### config.mk
export PLATFORM = sky130hd
export DESIGN_NAME = timer_pair
export DESIGN_NICKNAME = d
export VERILOG_FILES = /design/src/timer_pair_pkg.sv /design/src/timer_pair.sv /design/src/count_source.sv
export VERILOG_INCLUDE_DIRS = /design/src
export SDC_FILE = /design/constraint.sdc
export NUM_CORES = 1
export LEC_CHECK = 0
export ABC_AREA = 1
export BUFFER_PORTS_ARGS = -buffer_cell sky130_fd_sc_hd__buf_2
export CORE_MARGIN = 2
export CORE_UTILIZATION = 56
export CTS_BUF_LIST = sky130_fd_sc_hd__clkbuf_16
export DETAILED_ROUTE_END_ITERATION = 7
export PLACE_DENSITY = 0.8
export SLEW_MARGIN = 5
export SYNTH_ARGS = -nofsm -noshare
export SYNTH_HDL_FRONTEND = slang
export SYNTH_SLANG_ARGS = --single-unit
### constraint.sdc
create_clock -name clock_i -period 2.5 [get_ports clock_i]
set_clock_uncertainty 0.2 [all_clocks]
set_input_delay 0 -clock clock_i [delete_from_list [all_inputs] [get_ports clock_i]]
set_output_delay 0 -clock clock_i [all_outputs]
set_load 0.03 [all_outputs]
### src/timer_pair_defs.svh
// Purpose: Offsets, field positions, reset values and widths of the timer pair
// Assumes: Byte-wide register port, one register per address
// Notes:   Included by the timer pair and its count source
`ifndef TIMER_PAIR_DEFS_SVH
`define TIMER_PAIR_DEFS_SVH

// ********************************************************************
// Register offsets
// ********************************************************************
`define OFS_MODE       4'h0     // Shared mode register
`define OFS_CTRL       4'h1     // Run bits and overflow flags
`define OFS_LOW0       4'h2     // Unit 0 low count byte
`define OFS_LOW1       4'h3     // Unit 1 low count byte
`define OFS_HIGH0      4'h4     // Unit 0 high count byte
`define OFS_HIGH1      4'h5     // Unit 1 high count byte
`define OFS_IRQ_STAT   4'h6     // Sticky event status, read only
`define OFS_IRQ_CLR    4'h7     // Write one to clear status, write only
`define OFS_IRQ_EN     4'h8     // Interrupt enable

// ********************************************************************
// Field positions
// ********************************************************************
`define UNIT_STRIDE    4        // Mode register bits per unit
`define GATE_BIT       3        // Pin-qualify bit within a unit nibble
`define SEL_BIT        2        // Counter select bit within a unit nibble
`define MODE_LSB       0        // Mode field low bit within a unit nibble
`define OVF1_BIT       7        // Unit 1 overflow flag in control reg
`define RUN1_BIT       6        // Unit 1 run bit in control reg
`define OVF0_BIT       5        // Unit 0 overflow flag in control reg
`define RUN0_BIT       4        // Unit 0 run bit in control reg

// ********************************************************************
// Reset values and widths
// ********************************************************************
`define MODE_RST       8'h00
`define CTRL_RST       8'h00
`define COUNT_RST      8'h00
`define ADDR_W         4
`define DATA_W         8

`endif

### src/timer_pair_pkg.sv
// Purpose: Types shared by the timer pair
// Assumes: Nothing beyond the defs header
// Notes:   Enum order gives the binary mode encoding
package timer_pair_pkg;

   // ********************************************************************
   // Operating modes, 00 to 11 in declaration order
   // ********************************************************************
   typedef enum logic [1:0] {
      MODE_PRESCALE13,   // 13-bit count
      MODE_COUNT16,      // 16-bit count
      MODE_RELOAD8,      // 8-bit auto-reload
      MODE_SPLIT         // Split or hold
   } mode_t;

endpackage : timer_pair_pkg

### src/timer_pair.sv
// Purpose: Two timer/counter units with four modes and a register port
// Assumes: clock_i is the machine-cycle rate; register strobes are one cycle
// Notes:   Read data is valid only in the cycle after the read strobe
//
// Notes on behaviour
// - Select bit picks timer or counter
// - Four modes per unit, mode 3 differs
// - Mode 0 13-bit count, wrap sets flag
// - Mode 0 uses high byte, low five bits
// - Count needs run and (no gate or pin)
// - Setting run keeps count bytes
// - Pin-qualify bits at mode bits 7 and 3
// - Mode 1 counts all sixteen bits
// - Mode 2 low byte reloads from high
// - Mode 2 reload leaves high byte alone
// - Unit 1 mode 3 holds count
// - Unit 0 mode 3 low byte own counter
// - Unit 0 mode 3 high byte uses unit 1
// - Unit 1 still runs, overflow feeds baud
`timescale 1ns/1ps
`include "timer_pair_defs.svh"

module timer_pair
   import timer_pair_pkg::*;
(
   input  wire logic                clock_i,     // 10 MHz machine clock
   input  wire logic                rstn_i,      // Async reset, active low
   input  wire logic [`ADDR_W-1:0]  addr_i,      // Register address
   input  wire logic [`DATA_W-1:0]  wdata_i,     // Write data
   input  wire logic                wr_i,        // Write strobe
   input  wire logic                rd_i,        // Read strobe
   input  wire logic                unit0_irq_pin_i,  // Unit 0 gate pin
   input  wire logic                unit1_irq_pin_i,  // Unit 1 gate pin
   input  wire logic                count0_pin_i,     // Unit 0 count input
   input  wire logic                count1_pin_i,     // Unit 1 count input
   output logic [`DATA_W-1:0]       rdata_o,     // Read data
   output logic                     irq_o,       // Interrupt level
   output logic [1:0]               overflow_flag_o,  // Overflow flags
   output logic                     baud_tick_o  // Unit 1 overflow pulse
);

   // ********************************************************************
   // Reset release
   // ********************************************************************
   logic rst_meta_q;                 // First stage, read only by second
   logic rst_n_q;                    // Reset copy for the block

   // Release through two flops to avoid metastable release
   always_ff @(posedge clock_i or negedge rstn_i) begin
      if (!rstn_i) begin
         rst_meta_q <= 1'b0;
         rst_n_q    <= 1'b0;
      end else begin
         rst_meta_q <= 1'b1;
         rst_n_q    <= rst_meta_q;
      end
   end

   // ********************************************************************
   // State
   // ********************************************************************
   logic [7:0] mode_q;               // Shared mode register
   logic [1:0] run_q;                // Run bits
   logic [1:0] ovf_q;                // Overflow flags
   logic [7:0] low_q  [2];           // Low count bytes
   logic [7:0] high_q [2];           // High count bytes
   logic [1:0] stat_q;               // Sticky event status
   logic [1:0] ien_q;                // Interrupt enables
   logic [7:0] rdata_q;              // Read data
   logic       irq_q;                // Interrupt output
   logic       baud_q;               // Baud pulse

   // ********************************************************************
   // Decode
   // ********************************************************************
   logic        wr_mode, wr_ctrl, wr_clr, wr_en;  // Register write hits
   logic [1:0]  wr_low, wr_high;     // Count byte write hits
   logic [1:0]  gate, sel;           // Per-unit pin qualify and select
   mode_t       mode [2];            // Per-unit mode
   logic [1:0]  tick;                // Per-unit count enable
   logic [7:0]  low_d  [2];          // Next low bytes from counting
   logic [7:0]  high_d [2];          // Next high bytes from counting
   logic        wrap [2];            // Per-unit own overflow
   logic        hi0_wrap;            // Split high byte overflow
   logic [1:0]  ovf_set;             // Flag set events
   logic [1:0]  gate_pins, cnt_pins; // Pins as vectors

   assign wr_mode = wr_i && (addr_i == `OFS_MODE);
   assign wr_ctrl = wr_i && (addr_i == `OFS_CTRL);
   assign wr_clr  = wr_i && (addr_i == `OFS_IRQ_CLR);
   assign wr_en   = wr_i && (addr_i == `OFS_IRQ_EN);
   assign wr_low  = {wr_i && (addr_i == `OFS_LOW1),  wr_i && (addr_i == `OFS_LOW0)};
   assign wr_high = {wr_i && (addr_i == `OFS_HIGH1), wr_i && (addr_i == `OFS_HIGH0)};
   assign gate_pins = {unit1_irq_pin_i, unit0_irq_pin_i};
   assign cnt_pins  = {count1_pin_i, count0_pin_i};

   // ********************************************************************
   // Per-unit count path
   // ********************************************************************
   for (genvar n = 0; n < 2; n++) begin : g_unit
      // Unit n nibble: bit 3 qualify, bit 2 select, bits 1:0 mode
      assign gate[n] = mode_q[n*`UNIT_STRIDE + `GATE_BIT];
      assign sel[n]  = mode_q[n*`UNIT_STRIDE + `SEL_BIT];
      assign mode[n] = mode_t'(mode_q[n*`UNIT_STRIDE + `MODE_LSB +: 2]);

      count_source u_src (
         .clock_i       (clock_i),
         .rst_n_i       (rst_n_q),
         .run_i         (run_q[n]),
         .gate_en_i     (gate[n]),
         .gate_pin_i    (gate_pins[n]),
         .counter_sel_i (sel[n]),
         .count_pin_i   (cnt_pins[n]),
         .tick_o        (tick[n])
      );

      // Next count from the unit's mode
      always_comb begin
         low_d[n]  = low_q[n];
         high_d[n] = high_q[n];
         wrap[n]   = 1'b0;
         case (mode[n])
            MODE_PRESCALE13: begin
               // Only the low five bits carry; upper three are left alone
               if (tick[n]) begin
                  low_d[n][4:0] = low_q[n][4:0] + 5'h01;
                  if (low_q[n][4:0] == 5'h1F) begin
                     high_d[n] = high_q[n] + 8'h01;
                     wrap[n]   = (high_q[n] == 8'hFF);
                  end
               end
            end
            MODE_COUNT16: begin
               if (tick[n]) begin
                  low_d[n] = low_q[n] + 8'h01;
                  if (low_q[n] == 8'hFF) begin
                     high_d[n] = high_q[n] + 8'h01;
                     wrap[n]   = (high_q[n] == 8'hFF);
                  end
               end
            end
            MODE_RELOAD8: begin
               // High byte is the reload value and never moves
               if (tick[n]) begin
                  if (low_q[n] == 8'hFF) begin
                     low_d[n] = high_q[n];
                     wrap[n]  = 1'b1;
                  end else begin
                     low_d[n] = low_q[n] + 8'h01;
                  end
               end
            end
            MODE_SPLIT: begin
               // Unit 1 holds here; unit 0 low byte runs on its own
               if (n == 0 && tick[n]) begin
                  low_d[n] = low_q[n] + 8'h01;
                  wrap[n]  = (low_q[n] == 8'hFF);
               end
            end
            default: begin
               wrap[n] = 1'b0;
            end
         endcase
      end
   end

   // ********************************************************************
   // Split high byte of unit 0
   // ********************************************************************
   logic split0;                     // Unit 0 in split mode
   logic [7:0] hi0_split;            // Split high byte next value

   assign split0 = (mode[0] == MODE_SPLIT);

   // Machine cycles only, run by unit 1's run bit, no gate pin
   always_comb begin
      hi0_split = high_q[0];
      hi0_wrap  = 1'b0;
      if (split0 && run_q[1]) begin
         hi0_split = high_q[0] + 8'h01;
         hi0_wrap  = (high_q[0] == 8'hFF);
      end
   end

   // Unit 1 flag belongs to the split high byte while unit 0 splits
   assign ovf_set[0] = wrap[0];
   assign ovf_set[1] = split0 ? hi0_wrap : wrap[1];

   // ********************************************************************
   // Count bytes
   // ********************************************************************
   // Software write wins over a count in the same cycle
   always_ff @(posedge clock_i or negedge rst_n_q) begin
      if (!rst_n_q) begin
         low_q[0]  <= `COUNT_RST;
         low_q[1]  <= `COUNT_RST;
         high_q[0] <= `COUNT_RST;
         high_q[1] <= `COUNT_RST;
      end else begin
         for (int k = 0; k < 2; k++) begin
            low_q[k]  <= wr_low[k]  ? wdata_i : low_d[k];
            high_q[k] <= wr_high[k] ? wdata_i : high_d[k];
         end
         if (!wr_high[0] && split0) begin
            high_q[0] <= hi0_split;
         end
      end
   end

   // ********************************************************************
   // Mode and control registers
   // ********************************************************************
   always_ff @(posedge clock_i or negedge rst_n_q) begin
      if (!rst_n_q) begin
         mode_q <= `MODE_RST;
      end else if (wr_mode) begin
         mode_q <= wdata_i;
      end
   end

   // Run bits touch no count byte; a flag set beats a software clear
   always_ff @(posedge clock_i or negedge rst_n_q) begin
      if (!rst_n_q) begin
         run_q <= 2'h0;
         ovf_q <= 2'h0;
      end else begin
         if (wr_ctrl) begin
            run_q <= {wdata_i[`RUN1_BIT], wdata_i[`RUN0_BIT]};
         end
         ovf_q <= (wr_ctrl ? {wdata_i[`OVF1_BIT], wdata_i[`OVF0_BIT]} : ovf_q)
                  | ovf_set;
      end
   end

   // ********************************************************************
   // Interrupt status and output
   // ********************************************************************
   // Sticky status; set wins over the write-one clear
   always_ff @(posedge clock_i or negedge rst_n_q) begin
      if (!rst_n_q) begin
         stat_q <= 2'h0;
         ien_q  <= 2'h0;
      end else begin
         stat_q <= (stat_q & ~(wr_clr ? wdata_i[1:0] : 2'h0)) | ovf_set;
         if (wr_en) begin
            ien_q <= wdata_i[1:0];
         end
      end
   end

   // Registered level, one cycle behind status
   always_ff @(posedge clock_i or negedge rst_n_q) begin
      if (!rst_n_q) begin
         irq_q  <= 1'b0;
         baud_q <= 1'b0;
      end else begin
         irq_q  <= |(stat_q & ien_q);
         baud_q <= wrap[1];
      end
   end

   // ********************************************************************
   // Read port
   // ********************************************************************
   // Data only in the cycle after the strobe; unmapped reads zero
   always_ff @(posedge clock_i or negedge rst_n_q) begin
      if (!rst_n_q) begin
         rdata_q <= 8'h00;
      end else if (rd_i) begin
         case (addr_i)
            `OFS_MODE:     rdata_q <= mode_q;
            `OFS_CTRL:     rdata_q <= {ovf_q[1], run_q[1], ovf_q[0], run_q[0], 4'h0};
            `OFS_LOW0:     rdata_q <= low_q[0];
            `OFS_LOW1:     rdata_q <= low_q[1];
            `OFS_HIGH0:    rdata_q <= high_q[0];
            `OFS_HIGH1:    rdata_q <= high_q[1];
            `OFS_IRQ_STAT: rdata_q <= {6'h00, stat_q};
            `OFS_IRQ_EN:   rdata_q <= {6'h00, ien_q};
            default:       rdata_q <= 8'h00;
         endcase
      end else begin
         rdata_q <= 8'h00;
      end
   end

   assign rdata_o         = rdata_q;
   assign irq_o           = irq_q;
   assign overflow_flag_o = ovf_q;
   assign baud_tick_o     = baud_q;
endmodule : timer_pair

### src/count_source.sv
// Purpose: Count enable for one unit: run, pin qualify and input select
// Assumes: Pins synchronous to clock_i
// Notes:   Counter input counts on a falling transition
`timescale 1ns/1ps
`include "timer_pair_defs.svh"

module count_source (
   input  wire logic clock_i,        // Machine-cycle clock
   input  wire logic rst_n_i,        // Synchronised reset
   input  wire logic run_i,          // Run bit
   input  wire logic gate_en_i,      // Pin-qualify bit
   input  wire logic gate_pin_i,     // External interrupt pin level
   input  wire logic counter_sel_i,  // 1 counts the pin, 0 machine cycles
   input  wire logic count_pin_i,    // External count input
   output logic      tick_o          // Count one this cycle
);

   logic pin_prev_q;                 // Count pin one cycle ago

   // ********************************************************************
   // Edge memory
   // ********************************************************************
   // Reset to the idle low level, so no false fall follows reset
   always_ff @(posedge clock_i or negedge rst_n_i) begin
      if (!rst_n_i) begin
         pin_prev_q <= 1'b0;
      end else begin
         pin_prev_q <= count_pin_i;
      end
   end

   // Run and pin qualify gate the count; select picks its source
   always_comb begin
      tick_o = run_i && (!gate_en_i || gate_pin_i) &&
               (counter_sel_i ? (pin_prev_q && !count_pin_i) : 1'b1);
   end

endmodule : count_source

==> reports/results.ini <==
[min_path]
worstHoldPathType=flop to asynchronous set/reset pin

[setup_path]
cp_slowest_stage_delay_ps=440
cp-endpoint=high_q[1]
worstReg2RegEnd=high_q[1]
cp.required_ps=2530
r2r_slack_ps=540
worstSetupStartpointType=flop
cp_cell_sequence=ha_1, inv_1, nor2_8, ha_1, nand3_1, nand2_1, nand2_4, nand2_4, nand2_1, nand2_1
critPathMaxFanout=9
critical_path_class=flop to flop
slowest_stage=dfrtp_1
arrival_ps=1990
worstReg2RegStart=low_q[0]
end_kind=flop
crit_start=low_q[0]
reg2regPathDepth=10
crit_path_frequent_cell=nand2_1

[routing]
drtIter0Drc=360
wl_um=12000
ant_nets=0
first_pass_iters=6
wire_per_inst_um=15.8
drcViolationCount=0
via_per_inst=5.67
vias=4281

[global_routing]
grt_pass1_wl_um=19900
grt_overflow_total=0
grt_antenna_before_repair=0
grt_pass1_vias=4092
grt_use_total=0.310
grt_max_degree=38

[pwr]
peakVddDrop_v=0.000516
power_density_mw_per_mm2=905
p_leak_nw=2.57

[cells_and_area]
utilization=0.677
antenna_cells=0
nFillCells=635
fin_nets=682
area_delta_synth_final_pct=17.2
instances_no_fill=755
drive_gt1_frac=0.131
design_area_mm2=0.00491

[floorplan]
io_pins=32
die_area_mm2=0.00819
die_w_um=90.5
std_cell_rows=31
die_h_um=90.5
fp.coreArea_mm2=0.00725
start_util=0.578

[sta]
rsz0062_at_grt=no
finalHoldViolations=0
slew_violations=0
worst_pin_slew_ps=578
finalCritPeriodShare=0.786
max_freq_ghz=0.509
fin_crit_ps=1960
fin_setup_tns_ps=0
maxSlewHeadroom=0.615
setup_viol=0

[clock_network]
cts_tree=built
clk_pin_slew_ps=60
cts.path.max_buffers=2
clk_latency_ps=340
clkSinkCount=62
cts-root-buf=clkbuf_16
cts.htree.levels=3
cts_resized=0
cts_made_buffers=9

[synthesis]
synth_seq_cells=62
synth_top_area_share=0.370
yosys.area.top_type=dfrtp_1
synth_cell_types=37
syn_nets=626
synth-warning-count=0
ys_seq_area_frac=0.370
async_flop_share=1.00
synthFlopType=dfrtp_1
synthCells=595
synth.area.top_cells=dfrtp_1 37%, nand2_1 17%, nand3_1 8.4%, inv_1 5.6%, nor2_1 5.0%
avgSynthCellArea_um2=7.05
syn_area_mm2=0.00419
synth_edf_count=0

[flow_run]
drv_cap=0

[place]
place_inst=719
routabilityCongestion=0.970
io_buffers=31
post_dp_cell_area_mm2=0.00444
hpwl_um=8790

[status]
status=complete, no violations

-- sequential cells by signal, summed over array words and instances (netlist names) --
register / cells
rdata_o: 8
rst_n_q: 1
baud_tick_o: 1
low_q: 16
high_q: 16
mode_q: 8
rst_meta_q: 1
ien_q: 2
g_unit.u_src.pin_prev_q: 2
stat_q: 2
irq_o: 1
run_q: 2
overflow_flag_o: 2
-- layer usage --
metal,vias up,global-route usage,part of all wire
met5,-,0,0
met4,0,0.108,0.032
met3,39,0.0801,0.089
met2,226,0.475,0.46
met1,1969,0.426,0.42
li1,2047,-,-
-- kinds of logic (layout without fill, tap and decap cells) --
family	count (synthesis)	after routing	share of synthesized area
xor+xnor	11	11	0.0230
compound gates	78	78	0.102
buf+inv	75	136	0.0749
fa+ha+maj	11	11	0.0328
other cells	1	1	0.000894
flops	62	62	0.370
simple gates	357	357	0.396
-- worst min-delay path by stage --
stage,end,start,depth (start not counted),slack (ps)
CTS,high_q[11],rst_n_q,0,100
finish,high_q[11],rst_n_q,0,80
detailed placement,rst_meta_q,rstn_i,1,-410
floorplan,rst_meta_q,rstn_i,0,-500
global route,high_q[11],rst_n_q,0,130
global placement,rst_meta_q,rstn_i,1,-420
-- critical path, delay by kind of cell, from the launching register on --
family,cells,cell delay [ps]
flops,1,440
fa+ha+maj,2,470
buf+inv,1,150
simple gates,7,590
-- cell usage in the layout (no fill, tap or decap), types with 2 or more instances in the layout --
master | synthesis | routed
a21oi_1 | 19 | 19
nand3_1 | 70 | 70
nor3_1 | 5 | 5
o21ai_1 | 4 | 4
ha_1 | 11 | 11
xor2_1 | 10 | 10
nand3_4 | 2 | 2
nand3_2 | 3 | 3
nor2_2 | 2 | 2
nand2_2 | 7 | 7
dlygate4sd3_1 | 0 | 20
buf_2 | 3 | 31
dfrtp_1 | 62 | 61
clkbuf_16 | 0 | 9
nand2_4 | 7 | 7
inv_2 | 5 | 5
nor2_1 | 56 | 56
clkinv_4 | 0 | 3
o211ai_1 | 2 | 2
o22ai_1 | 11 | 11
nand2_1 | 189 | 189
o21ai_0 | 35 | 35
inv_1 | 62 | 63
a31oi_1 | 2 | 2
nor2_4 | 6 | 6
nand4_1 | 6 | 6
-- synthesized netlist by cell type, types with 2 or more instances --
library cell	number
o22ai_1	11
inv_2	5
nor2_4	6
a31oi_1	2
ha_1	11
o21ai_1	4
nand3_2	3
o21ai_0	35
buf_2	3
inv_1	62
buf_6	3
dfrtp_1	62
nand2_4	7
nor3_1	5
nand3_4	2
xor2_1	10
o211ai_1	2
a21oi_1	19
nand2_1	189
nand3_1	70
nand2_2	7
nand4_1	6
nor2_1	56
nor2_2	2
-- cell type report --
class                           count  area (um2)  area share
Inverter                           68         258      0.0525
Sequential cell                    62        1550       0.316
Tap cell                           99         124      0.0252
Multi-Input combinational cell    458        2330       0.474
Timing Repair Buffer               52         375      0.0764
Clock buffer                        9         225      0.0458
Clock inverter                      7        51.3      0.0104
-- timing repair --
action,CTS,global route
hold endpoints to repair,49,0
buffers inserted,0,0
endpoints found under the setup margin,0,0
hold buffers,20,0
-- per-stage QoR --
stage / power, W / hold WS (ps) / setup WS (ps)
final: 0.00444 / 75.9 / 535
after global routing: 0.00476 / 126 / 375
after CTS: 0.00441 / 99.2 / 549
after detailed placement: 0.00322 / -413 / 572
after global placement: 0.00317 / -415 / 643
after floorplan: 0.00276 / -496 / 446
-- where the power goes --
part           switching (W)  internal (W)
registers           0.000396       0.00131
clock network       0.000490      0.000673
logic                0.00101      0.000565
total                0.00190       0.00255
Note: power is estimated with default switching activity, not from simulation.
